--- config.mk ---
export PLATFORM = sky130hd
export DESIGN_NAME = pmbus_fault_id_regs
export DESIGN_NICKNAME = d
export VERILOG_FILES = /design/src/inc/pmbus_fault_pkg.sv /design/src/rtl/channel_fault_record.sv /design/src/rtl/pmbus_fault_id_regs.sv
export SDC_FILE = /design/constraint.sdc
export NUM_CORES = 1
export LEC_CHECK = 0
export ABC_AREA = 0
export BUFFER_PORTS_ARGS = -buffer_cell sky130_fd_sc_hd__buf_2
export CAP_MARGIN = 20
export CORE_MARGIN = 8
export CORE_UTILIZATION = 35
export CTS_CLUSTER_DIAMETER = 30
export DETAILED_ROUTE_END_ITERATION = 8
export GPL_TIMING_DRIVEN = 1
export PLACE_DENSITY = 0.66
export SYNTH_ARGS = -nofsm -noshare
export SYNTH_HDL_FRONTEND = slang
export SYNTH_SLANG_ARGS = --single-unit
--- constraint.sdc ---
create_clock -name clk -period 7.5 [get_ports clk]
set_input_delay 0.375 -clock clk [delete_from_list [all_inputs] [get_ports clk]]
set_output_delay 0.375 -clock clk [all_outputs]
set_load 0.02 [all_outputs]
--- src/inc/pmbus_fault_pkg.sv ---
`default_nettype none
package pmbus_fault_pkg;

  // ----------------------------------------------------------------
  // Command codes
  // ----------------------------------------------------------------
  localparam logic [7:0] CMD_PAGE         = 8'h00;
  localparam logic [7:0] CMD_CLEAR_FAULTS = 8'h03;
  localparam logic [7:0] CMD_STORE_ALL    = 8'h11;
  localparam logic [7:0] CMD_SUMMARY      = 8'h78;
  localparam logic [7:0] CMD_COMM_FAULT   = 8'h7e;
  localparam logic [7:0] CMD_MODEL        = 8'h9a;
  localparam logic [7:0] CMD_REVISION     = 8'h9b;
  localparam logic [7:0] CMD_DATE         = 8'h9d;
  localparam logic [7:0] CMD_SNAPSHOT     = 8'hd8;

  // ----------------------------------------------------------------
  // Page values and field layout
  // ----------------------------------------------------------------
  localparam logic [7:0] PAGE_A        = 8'h00;
  localparam logic [7:0] PAGE_B        = 8'h01;
  localparam logic [7:0] PAGE_ALL      = 8'hff;
  localparam int         SNAP_A_LSB    = 3;
  localparam int         SNAP_B_LSB    = 0;
  localparam int         CML_BAD_CMD   = 7;
  localparam int         CML_BAD_DATA  = 6;
  localparam logic [7:0] ID_BYTES      = 8'h02;

  // ----------------------------------------------------------------
  // Reset values (arbitrary identification defaults)
  // ----------------------------------------------------------------
  localparam logic [15:0] RESET_MODEL    = 16'h0001;
  localparam logic [15:0] RESET_REVISION = 16'h0001;
  localparam logic [15:0] RESET_DATE     = 16'h0101;

  // ----------------------------------------------------------------
  // Types
  // ----------------------------------------------------------------
  typedef enum logic [2:0] {
    FC_NONE    = 3'h0,
    FC_OV_OFF  = 3'h1,
    FC_OV_ON   = 3'h2,
    FC_IIN_OC  = 3'h3,
    FC_IOUT_OC = 3'h4,
    FC_OT      = 3'h5,
    FC_STAGE   = 3'h6,
    FC_INPWR   = 3'h7
  } fault_code_t;

  typedef enum logic [2:0] {
    X_SEND        = 3'h0,
    X_WRITE_BYTE  = 3'h1,
    X_READ_BYTE   = 3'h2,
    X_WRITE_WORD  = 3'h3,
    X_READ_WORD   = 3'h4,
    X_BLOCK_WRITE = 3'h5,
    X_BLOCK_READ  = 3'h6
  } xact_t;

  typedef enum logic [1:0] {
    ST_IDLE  = 2'b01,
    ST_STORE = 2'b10
  } nvm_fsm_t;

  typedef struct packed {
    logic        valid;
    xact_t       kind;
    logic [7:0]  code;
    logic [7:0]  count;
    logic [15:0] data;
  } pmbus_req_t;

  typedef struct packed {
    logic        valid;
    logic        ok;
    logic [7:0]  count;
    logic [15:0] data;
  } pmbus_rsp_t;

  typedef struct packed {
    logic ov;
    logic conv_on;
    logic iin_oc;
    logic iout_oc;
    logic ot;
    logic stage;
    logic inpwr;
  } fault_evt_t;

  typedef struct packed {
    logic vout_ov;
    logic iout_oc;
    logic vin_uv;
    logic temp;
    logic other;
  } status_evt_t;

  typedef struct packed {
    logic [7:0]  snapshot;
    logic [15:0] model;
    logic [15:0] revision;
    logic [15:0] date;
  } nvm_image_t;

endpackage
`default_nettype wire

--- src/rtl/channel_fault_record.sv ---
`timescale 1ns/1ps
`default_nettype none
module channel_fault_record (
  // Clock and reset
  input  wire logic                         clk,
  input  wire logic                         rst,
  input  wire logic                         ce,
  // Channel events
  input  wire pmbus_fault_pkg::fault_evt_t  fault_evt,
  input  wire pmbus_fault_pkg::status_evt_t status_evt,
  input  wire logic                         power_off,
  // Host controls
  input  wire logic                         clear_all,
  input  wire logic [7:0]                   cml_set,
  input  wire logic [7:0]                   cml_clr,
  input  wire logic                         code_clear,
  input  wire logic                         code_load,
  input  wire logic [2:0]                   code_load_value,
  // State
  output logic [2:0]                        code,
  output logic [7:0]                        summary,
  output logic [7:0]                        cml
);
  import pmbus_fault_pkg::*;

  typedef struct packed {
    logic [2:0] code;
    logic [7:0] cml;
    logic       cml_any;
    logic       vout_ov;
    logic       iout_oc;
    logic       vin_uv;
    logic       temp;
    logic       other;
    logic       off;
  } chan_state_t;

  chan_state_t s;
  chan_state_t next_s;
  fault_code_t new_code;

  // ----------------------------------------------------------------
  // Fault encoding
  // ----------------------------------------------------------------
  always_comb begin
    new_code = FC_NONE;
    if (fault_evt.ov) begin
      new_code = fault_evt.conv_on ? FC_OV_ON : FC_OV_OFF;
    end else if (fault_evt.iin_oc) begin
      new_code = FC_IIN_OC;
    end else if (fault_evt.iout_oc) begin
      new_code = FC_IOUT_OC;
    end else if (fault_evt.ot) begin
      new_code = FC_OT;
    end else if (fault_evt.stage) begin
      new_code = FC_STAGE;
    end else if (fault_evt.inpwr) begin
      new_code = FC_INPWR;
    end
  end

  // ----------------------------------------------------------------
  // Next state
  // ----------------------------------------------------------------
  always_comb begin
    next_s = s;
    if (code_load) begin
      next_s.code = code_load_value;
    end else if (code_clear) begin
      next_s.code = FC_NONE;
    end
    if (new_code != FC_NONE && !code_load && (s.code == FC_NONE || code_clear)) begin
      next_s.code = new_code;
    end
    next_s.vout_ov = (s.vout_ov & ~clear_all) | status_evt.vout_ov | fault_evt.ov;
    next_s.iout_oc = (s.iout_oc & ~clear_all) | status_evt.iout_oc | fault_evt.iout_oc;
    next_s.vin_uv  = (s.vin_uv & ~clear_all) | status_evt.vin_uv;
    next_s.temp    = (s.temp & ~clear_all) | status_evt.temp | fault_evt.ot;
    next_s.other   = (s.other & ~clear_all) | status_evt.other | fault_evt.iin_oc | fault_evt.stage
                     | fault_evt.inpwr;
    next_s.cml     = (s.cml & ~cml_clr & {8{~clear_all}}) | cml_set;
    next_s.cml_any = |next_s.cml;
    next_s.off     = power_off;
  end

  always_ff @(posedge clk) begin
    if (rst) begin
      s <= '0;
    end else if (ce) begin
      s <= next_s;
    end
  end

  assign code    = s.code;
  assign cml     = s.cml;
  assign summary = {1'b0, s.off, s.vout_ov, s.iout_oc, s.vin_uv, s.temp, s.cml_any, s.other};
endmodule
`default_nettype wire

--- src/rtl/pmbus_fault_id_regs.sv ---
// How it works
// - Only the first catastrophic fault of a channel is captured in its record.
// - Channel A and B records live in separate instances, updated independently.
// - Snapshot register holds channel A code in bits 5:3, B in 2:0.
// - A record updates only while it is zero; later faults never overwrite.
// - Store command writes the record and identification words out to NVM.
// - Nonzero snapshot writes are dropped, flag comm fault and raise the alert.
// - Code 0 none, 1 overvoltage while off, 2 overvoltage while converting.
// - Code 3 input overcurrent, 4 output overcurrent, 5 overtemperature.
// - Code 6 power stage fault, 7 input overpower warning.
// - Model register holds 16 programmable NVM-backed bits, read back as written.
// - Revision register holds 16 programmable NVM-backed bits.
// - Date register holds 16 programmable NVM-backed bits.
// - Identification registers are served only by block write and block read.
// - Identification registers are shared, independent of the selected page.
// - Identification registers reset to built-in defaults until reprogrammed and committed.
// - Status flags latch until clear-faults; comm fault bits also clear on a host write of one.
// - Summary byte paged: 00h channel A, 01h channel B, FFh channel A.
// - Summary bit 7 reads zero, bit 6 set while output is off.
// - Writes to the summary byte are invalid transactions.
`timescale 1ns/1ps
`default_nettype none
module pmbus_fault_id_regs (
  // Clock and reset
  input  wire logic                         clk,
  input  wire logic                         rst,
  input  wire logic                         ce,
  // Host transactions
  input  wire pmbus_fault_pkg::pmbus_req_t  req,
  output pmbus_fault_pkg::pmbus_rsp_t       rsp,
  // Channel A events
  input  wire pmbus_fault_pkg::fault_evt_t  fault_evt_a,
  input  wire pmbus_fault_pkg::status_evt_t status_evt_a,
  input  wire logic                         power_off_a,
  // Channel B events
  input  wire pmbus_fault_pkg::fault_evt_t  fault_evt_b,
  input  wire pmbus_fault_pkg::status_evt_t status_evt_b,
  input  wire logic                         power_off_b,
  // NVM engine
  output logic                              nvm_store_req,
  output pmbus_fault_pkg::nvm_image_t       nvm_image,
  input  wire logic                         nvm_store_done,
  input  wire logic                         nvm_load_valid,
  input  wire pmbus_fault_pkg::nvm_image_t  nvm_load_image,
  // Alert
  output logic                              host_alert_pin
);
  import pmbus_fault_pkg::*;

  // ----------------------------------------------------------------
  // State
  // ----------------------------------------------------------------
  typedef struct packed {
    logic [7:0]  page;
    logic [15:0] model;
    logic [15:0] revision;
    logic [15:0] date;
    nvm_fsm_t    fsm;
    pmbus_rsp_t  rsp;
    logic        store_req;
    nvm_image_t  image;
    logic        alert;
  } main_state_t;

  localparam main_state_t RESET_S = '{
    page:      PAGE_A,
    model:     RESET_MODEL,
    revision:  RESET_REVISION,
    date:      RESET_DATE,
    fsm:       ST_IDLE,
    rsp:       '0,
    store_req: 1'b0,
    image:     '0,
    alert:     1'b0
  };

  main_state_t s;
  main_state_t next_s;

  logic [2:0]  code_a;
  logic [2:0]  code_b;
  logic [7:0]  sum_a;
  logic [7:0]  sum_b;
  logic [7:0]  cml_a;
  logic [7:0]  cml_b;
  logic [7:0]  snapshot;
  logic        idle;
  logic        take;
  logic        bad_cmd;
  logic        bad_data;
  logic        clear_all;
  logic        code_clear;
  logic        load;
  logic        sel_a;
  logic        sel_b;
  logic        read_b;
  logic [7:0]  w1c;
  logic [7:0]  err_set;
  logic [7:0]  cml_set_a;
  logic [7:0]  cml_set_b;
  logic [7:0]  cml_clr_a;
  logic [7:0]  cml_clr_b;

  // ----------------------------------------------------------------
  // Page steering and snapshot layout
  // ----------------------------------------------------------------
  assign idle     = (s.fsm == ST_IDLE);
  assign take     = req.valid && idle;
  assign load     = nvm_load_valid && idle;
  assign sel_a    = (s.page != PAGE_B);
  assign sel_b    = (s.page == PAGE_B) || (s.page == PAGE_ALL);
  assign read_b   = (s.page == PAGE_B);
  assign snapshot = (8'(code_a) << SNAP_A_LSB) | (8'(code_b) << SNAP_B_LSB);
  assign err_set  = (8'(bad_cmd) << CML_BAD_CMD) | (8'(bad_data) << CML_BAD_DATA);
  assign cml_set_a = sel_a ? err_set : 8'h00;
  assign cml_set_b = sel_b ? err_set : 8'h00;
  assign cml_clr_a = sel_a ? w1c : 8'h00;
  assign cml_clr_b = sel_b ? w1c : 8'h00;

  // ----------------------------------------------------------------
  // Per-channel records
  // ----------------------------------------------------------------
  channel_fault_record u_chan_a (
    .clk             (clk),
    .rst             (rst),
    .ce              (ce),
    .fault_evt       (fault_evt_a),
    .status_evt      (status_evt_a),
    .power_off       (power_off_a),
    .clear_all       (clear_all),
    .cml_set         (cml_set_a),
    .cml_clr         (cml_clr_a),
    .code_clear      (code_clear),
    .code_load       (load),
    .code_load_value (nvm_load_image.snapshot[SNAP_A_LSB +: 3]),
    .code            (code_a),
    .summary         (sum_a),
    .cml             (cml_a)
  );

  channel_fault_record u_chan_b (
    .clk             (clk),
    .rst             (rst),
    .ce              (ce),
    .fault_evt       (fault_evt_b),
    .status_evt      (status_evt_b),
    .power_off       (power_off_b),
    .clear_all       (clear_all),
    .cml_set         (cml_set_b),
    .cml_clr         (cml_clr_b),
    .code_clear      (code_clear),
    .code_load       (load),
    .code_load_value (nvm_load_image.snapshot[SNAP_B_LSB +: 3]),
    .code            (code_b),
    .summary         (sum_b),
    .cml             (cml_b)
  );

  // ----------------------------------------------------------------
  // Command decode
  // ----------------------------------------------------------------
  always_comb begin
    next_s           = s;
    next_s.rsp       = '0;
    next_s.store_req = 1'b0;
    bad_cmd          = 1'b0;
    bad_data         = 1'b0;
    clear_all        = 1'b0;
    code_clear       = 1'b0;
    w1c              = 8'h00;
    if (s.fsm == ST_STORE && nvm_store_done) begin
      next_s.fsm = ST_IDLE;
    end
    if (load) begin
      next_s.model    = nvm_load_image.model;
      next_s.revision = nvm_load_image.revision;
      next_s.date     = nvm_load_image.date;
    end
    if (req.valid) begin
      next_s.rsp.valid = 1'b1;
      next_s.rsp.ok    = idle;
    end
    if (take) begin
      case (req.code)
        CMD_PAGE: begin
          if (req.kind == X_WRITE_BYTE) begin
            if (req.data[7:0] == PAGE_A || req.data[7:0] == PAGE_B || req.data[7:0] == PAGE_ALL) begin
              next_s.page = req.data[7:0];
            end else begin
              bad_data = 1'b1;
            end
          end else if (req.kind == X_READ_BYTE) begin
            next_s.rsp.data  = {8'h00, s.page};
            next_s.rsp.count = 8'h01;
          end else begin
            bad_cmd = 1'b1;
          end
        end
        CMD_CLEAR_FAULTS: begin
          if (req.kind == X_SEND) begin
            clear_all = 1'b1;
          end else begin
            bad_cmd = 1'b1;
          end
        end
        CMD_STORE_ALL: begin
          if (req.kind == X_SEND) begin
            next_s.store_req      = 1'b1;
            next_s.image.snapshot = snapshot;
            next_s.image.model    = s.model;
            next_s.image.revision = s.revision;
            next_s.image.date     = s.date;
            next_s.fsm            = ST_STORE;
          end else begin
            bad_cmd = 1'b1;
          end
        end
        CMD_SUMMARY: begin
          if (req.kind == X_READ_BYTE) begin
            next_s.rsp.data  = {8'h00, read_b ? sum_b : sum_a};
            next_s.rsp.count = 8'h01;
          end else begin
            bad_cmd = 1'b1;
          end
        end
        CMD_COMM_FAULT: begin
          if (req.kind == X_READ_BYTE) begin
            next_s.rsp.data  = {8'h00, read_b ? cml_b : cml_a};
            next_s.rsp.count = 8'h01;
          end else if (req.kind == X_WRITE_BYTE) begin
            w1c = req.data[7:0];
          end else begin
            bad_cmd = 1'b1;
          end
        end
        CMD_MODEL, CMD_REVISION, CMD_DATE: begin
          if (req.kind == X_BLOCK_WRITE) begin
            if (req.count != ID_BYTES) begin
              bad_data = 1'b1;
            end else if (req.code == CMD_MODEL) begin
              next_s.model = req.data;
            end else if (req.code == CMD_REVISION) begin
              next_s.revision = req.data;
            end else begin
              next_s.date = req.data;
            end
          end else if (req.kind == X_BLOCK_READ) begin
            next_s.rsp.count = ID_BYTES;
            if (req.code == CMD_MODEL) begin
              next_s.rsp.data = s.model;
            end else if (req.code == CMD_REVISION) begin
              next_s.rsp.data = s.revision;
            end else begin
              next_s.rsp.data = s.date;
            end
          end else begin
            bad_cmd = 1'b1;
          end
        end
        CMD_SNAPSHOT: begin
          if (req.kind == X_WRITE_BYTE) begin
            if (req.data[7:0] == 8'h00) begin
              code_clear = 1'b1;
            end else begin
              bad_data = 1'b1;
            end
          end else if (req.kind == X_READ_BYTE) begin
            next_s.rsp.data  = {8'h00, snapshot};
            next_s.rsp.count = 8'h01;
          end else begin
            bad_cmd = 1'b1;
          end
        end
        default: begin
          bad_cmd = 1'b1;
        end
      endcase
    end
    if (bad_cmd || bad_data) begin
      next_s.rsp.ok    = 1'b0;
      next_s.rsp.data  = 16'h0000;
      next_s.rsp.count = 8'h00;
    end
    next_s.alert = (|sum_a[5:0]) | (|sum_b[5:0]);
  end

  // ----------------------------------------------------------------
  // Registers
  // ----------------------------------------------------------------
  always_ff @(posedge clk) begin
    if (rst) begin
      s <= RESET_S;
    end else if (ce) begin
      s <= next_s;
    end
  end

  assign rsp            = s.rsp;
  assign nvm_store_req  = s.store_req;
  assign nvm_image      = s.image;
  assign host_alert_pin = s.alert;
endmodule
`default_nettype wire

# Yosys cells after proc, flatten, opt, wreduce, memory -nomap -nowiden
# Cells that the tools add are included.
[op_classes]
addsub = 0
n_mul = 0
div_mod_pow = 0
order_cmp = 0
n_eq_ne = 20
n_shift = 0
n_mux = 81
bitwise_logic = 44
reduce_logical = 34
[op_table]
columns = ["operator", "n"]
rows = [
  ["$mux 48", 4],
  ["$mux 57", 2],
  ["$mux 17", 6],
  ["$pmux 18 s5", 1],
  ["$mux 81", 1],
  ["$mux 16", 5],
  ["$mux 8", 9],
  ["$mux 3", 17],
  ["$mux 50", 1],
  ["$eq 8x8->1 const B", 6],
  ["$mux 18", 2],
  ["$and 8x8->8", 4],
  ["$mux 32", 1],
  ["$mux 25", 1],
  ["$or 1x1->1", 23],
  ["$mux 1", 22],
  ["$eq 8x1->1 const B", 2],
  ["$eq 8x7->1 const B", 2],
  ["$logic_not 8->1", 2],
  ["$not 8->8", 2],
  ["$or 8x8->8", 2],
  ["$reduce_or 8->1", 2],
  ["$mux 2", 6],
  ["$reduce_bool 3->1", 4],
  ["other kinds (26)", 52],
]
[totals]
reg_bits = 178
latchBits = 0
ram_bits = 0
mem_bits_ro = 0
inputBits = 123
out_inout_bits = 84
word_cells = 212
mem_count = 0

# Depth between registers and ports, before layout
[depth]
word_depth = 11
depth_mapped = 10
ltp_nobuf = 7

# By module
# A second synthesis with hierarchy kept.
[hier_totals]
cells_unflattened = 1083
area_unflattened_um2 = 8881.0
[modules_own_cells]
columns = ["module", "instances", "cells_each", "area_each_um2", "seq_area_each_um2"]
rows = [
  ["pmbus_fault_id_regs", 1, 869, 7106.8, 2682.6],
  ["channel_fault_record", 2, 107, 887.1, 360.3],
]

# Least setup slack after synthesis
# OpenSTA, ideal clock, no wires.
[synth_timing]
kind = "in2reg"
startpoint = "input req[25] (netlist bit)"
endpoint = "register s (netlist bit rsp[1])"
setup_time_ns = 0.086
t_arrival_ns = 2.598
required_ns = 7.414
setup_slack_ns = 4.815
stages = 10
n_path_buf = 3
path_cell_list = "buf_2 nor4_1 and2_1 buf_2 a31o_1 o32a_1 o41a_1 or4_4 buf_6 a221oi_2"
[synth_between]
elab_chain_len = 8
elab_cells_between_ends = 24
classes_between = "eq/ne: 8; mux: 11; reduce/logical: 5"
[synth_rtl]
columns = ["element", "line_no", "text"]
rows = [
  ["start: declaration", "pmbus_fault_id_regs.sv:29", "input wire pmbus_fault_pkg::pmbus_req_t req,"],
  ["$eq 8x8->1", "pmbus_fault_id_regs.sv:184, pmbus_fault_id_regs.sv:251", ""],
  ["$mux 16", "pmbus_fault_id_regs.sv:251", "end else if (req.code == CMD_REVISION) begin"],
  ["$mux 16", "pmbus_fault_id_regs.sv:249", "if (req.code == CMD_MODEL) begin"],
  ["$mux 18", "pmbus_fault_id_regs.sv:247", "end else if (req.kind == X_BLOCK_READ) begin"],
  ["$mux 18", "pmbus_fault_id_regs.sv:237", "if (req.kind == X_BLOCK_WRITE) begin"],
  ["$pmux 18 s5", "pmbus_fault_id_regs.sv:184", "case (req.code)"],
  ["$mux 81", "pmbus_fault_id_regs.sv:183", "if (take) begin"],
  ["$mux 25 (*)", "pmbus_fault_id_regs.sv:279", "if (bad_cmd || bad_data) begin"],
  ["end signal: assignment", "pmbus_fault_id_regs.sv:294", "s <= next_s;"],
  ["end: declaration", "pmbus_fault_id_regs.sv:77", "main_state_t s;"],
]
# Mark *: on every way between the ends. The rest lies on a longest branch, timed or not.
# A chain may end at the register's enable or synchronous reset.

# Worst setup path in the final report
[layout_timing]
startpoint = "input req[24] (netlist bit)"
endpoint = "register s[118] (netlist bit)"
[layout_between]
elab_chain_len = 6
elab_cells_between_ends = 9
classes_between = "eq/ne: 3; mux: 5; reduce/logical: 1"
[layout_rtl]
columns = ["element", "line_no", "text"]
rows = [
  ["$eq 8x8->1", "pmbus_fault_id_regs.sv:184, pmbus_fault_id_regs.sv:240", ""],
  ["$mux 16", "pmbus_fault_id_regs.sv:240", "end else if (req.code == CMD_MODEL) begin"],
  ["$mux 48", "pmbus_fault_id_regs.sv:238", "if (req.count != ID_BYTES) begin"],
  ["$mux 48", "pmbus_fault_id_regs.sv:237", ""],
  ["$mux 48 (*)", "pmbus_fault_id_regs.sv:184", ""],
  ["$mux 50 (*)", "pmbus_fault_id_regs.sv:183", ""],
]
# Marks and branches as above.

==> results.toml <==
[synthesis]
syn_area_um2 = 8770
yosysTopAreaCell = "dfxtp_1"
ys_seq_elements = 170
synth_edf_count = 0
ys.flop_type = "dfxtp_1"
synthArstFlopShare = 0
postSynthCellCount = 1127
synthTopCellsByArea = "dfxtp_1 (39%), nand2_1 (8.2%), buf_4 (7.0%)"
syn_avg_cell_area_um2 = 7.78
ys_seq_area_frac = 0.388
yosysWarnings = 0
yosysUniqueCellTypes = 66
synth_top_area_share = 0.388

[routing]
drtAntennaViolNets = 0
num_vias = 8386
drcViolationCount = 0
vias_per_cell = 5.46
drt_iter0_markers = 838
firstDrtPassIters = 5
wl_mm = 30.3
avgRoutedWirePerCell_um = 19.7

[sta]
whs_ns = 0.178
fin_setup_tns_ns = 0
rsz0062_at_grt = "no"
setup_viol = 0
finalMaxSlewViolations = 0
slew_headroom = 0.276
setup_ws_ns = 4.31
finClkSkew_ns = 0.00828
period_share = 0.425
post-route-min-period_ns = 3.19
finalHoldViolCount = 0
tightest_slew_ns = 1.08
fmax_ghz = 0.313

[power_and_ir_drop]
power.leakage_nw = 3.92
vdd_ir_drop_max_uv = 136
powerDensity_nw_per_um2 = 210

[finish]
layout_commonest_cell = "buf_2"
fin_area_um2 = 9970
areaGrowthSynthToFinish_pct = 13.7
nets = 1317
drive_gt1_frac = 0.211
mostFrequentLayoutCells = "buf_2 (195), nand2_1 (191), dfxtp_1 (170), a21oi_1 (106), nor2_1 (86)"
fin_util = 0.400
antenna_cells = 0

[cts]
clock-sinks = 170
cts_resized = 0
cts_htree_levels = 4
cts_hold_buf = 0
cts_buffers = 17
tritoncts = "built"
clk_pin_slew_ns = 0.07
post-cts-setup-buffers = 0
root_buffer = "clkbuf_16"
clk_latency_ns = 0.44
cts_buffer_depth = 2

[run]
max_cap_violations = 0

[critical_path]
required_ns = 7.83
cpPeakStageDelay_ns = 0.68
critPathMaxFanout = 26
r2r-end = "s[118]"
slowest_stage = "o21a_1"
r2r-start = "s[84]"
regToRegSetupSlack_ns = 4.44
cp-start-kind = "input port"
arrival_ns = 3.52
worst_setup_path_end_kind = "flip-flop"
crit_type = "input port to flip-flop"
cpMostUsedCell = "and3b_1"
cp_cell_sequence = "buf_2 -> and3b_1 -> o211a_1 -> and4_1 -> and3b_1 -> o21a_1 -> inv_1 -> a221o_1"
r2r_cells = 6

[floorplan]
die-width_um = 174
core_um2 = 24900
io_pins = 207
die_h_um = 174
rows = 58
die_area_um2 = 30400
start_util = 0.352

[global_route]
grt-ovfl-total = 0
grt_max_degree = 90
grt.total_usage = 0.193
grt_pass1_vias = 8171
antenna_found_initial = 1
grt_pass1_wl_mm = 46.5

[min_path]
holdPathEnd = "u_chan_a.summary[6]"
min_from = "power_off_a"
whs_path_depth = 3
hp-class = "input port to flip-flop"

[place]
detailed_place_hpwl_mm = 21.9
place.gp.congestion = 0.887
postPlaceCellArea_um2 = 9330
place_ws_ns = 3.92
portBuffers = 196

[run_status]
outcome = "complete, no violations"
==> synth_stat cells, drive strengths merged (2+ instances only) <==
cell and n:
and4 3, nor3b 12, a221o 3, or3 49, o21ai 92, a21oi 106, a31o 2, and4b 2
nor3 11, and3b 5, o31ai 6, nand2b 7, a211oi 56, a32o 2, nor2 86, nand4 9
nor4b 5, a2111oi 2, nand2 192, or4 6, nand3b 2, o2111ai 2, a22oi 7, nor4 10
dfxtp 170, o22ai 3, o41ai 2, and2 5, a22o 3, o21bai 3, nand3 8, nor2b 12
clkbuf 69, a221oi 8, inv 6, buf 96, o21a 3, a31oi 5, and3 5, nand4b 2
o211a 2, a21boi 2, mux2i 33
==> sequential cells by signal, indices dropped and copies added (netlist names), 3 cells and up <==
register / flops
nvm_image: 54
rsp: 20
s: 58
u_chan_a.cml: 8
u_chan_a.code: 3
u_chan_a.summary: 7
u_chan_b.cml: 8
u_chan_b.code: 3
u_chan_b.summary: 7
==> per-layer routing <==
metal,track usage,wire (um)
met1,0.238,12700
met5,0,8
met2,0.317,14300
met3,0.0529,2490
met4,0.0680,817
==> logic make-up after synthesis <==
group,share of synthesized area
mux,0.0390
buf+inv,0.110
simple gates,0.237
xor+xnor,0.000999
compound gates,0.225
other cells,0.000428
flops,0.388
==> cell type report <==
cell class | instances | area (um2)
clock buffer | 17 | 425
fill | 2607 | 14900
tap | 330 | 413
sequential | 170 | 3400
timing repair buffer | 206 | 1060
multi-input combinational | 793 | 4440
clock inverter | 15 | 205
inverter | 6 | 22.5
==> metrics by stage <==
stage | total power, mW | instances
3_3_place_gp | 1.17 | 1504
5_1_grt | 2.17 | 1537
4_1_cts | 2.10 | 1536
2_1_floorplan | 1.09 | 1134
3_5_place_dp | 1.17 | 1504
6_report | 2.09 | 1537
==> how the worst max path moves through the flow <==
stage               depth (start not counted)      to  startpoint
finish                                      8  s[118]     req[24]
global route                                8  s[118]     req[24]
CTS                                         8  s[118]     req[24]
detailed placement                          8  s[118]     req[24]
global placement                            8  s[118]     req[24]
floorplan                                  10  rsp[1]     req[25]
==> critical path: cells and delay by family <==
family,cells,cell delay [ns]
and+or+nand+nor,3,1.18
AOI/OAI and AO/OA,3,1.28
buffers and inverters,2,0.66
==> report_power, final <==
group          switching (mW)  internal [mW]
registers              0.0258          0.931
clock network           0.426          0.512
logic                   0.122         0.0762
total                   0.574           1.52
Power figures use the tool's default switching activity.
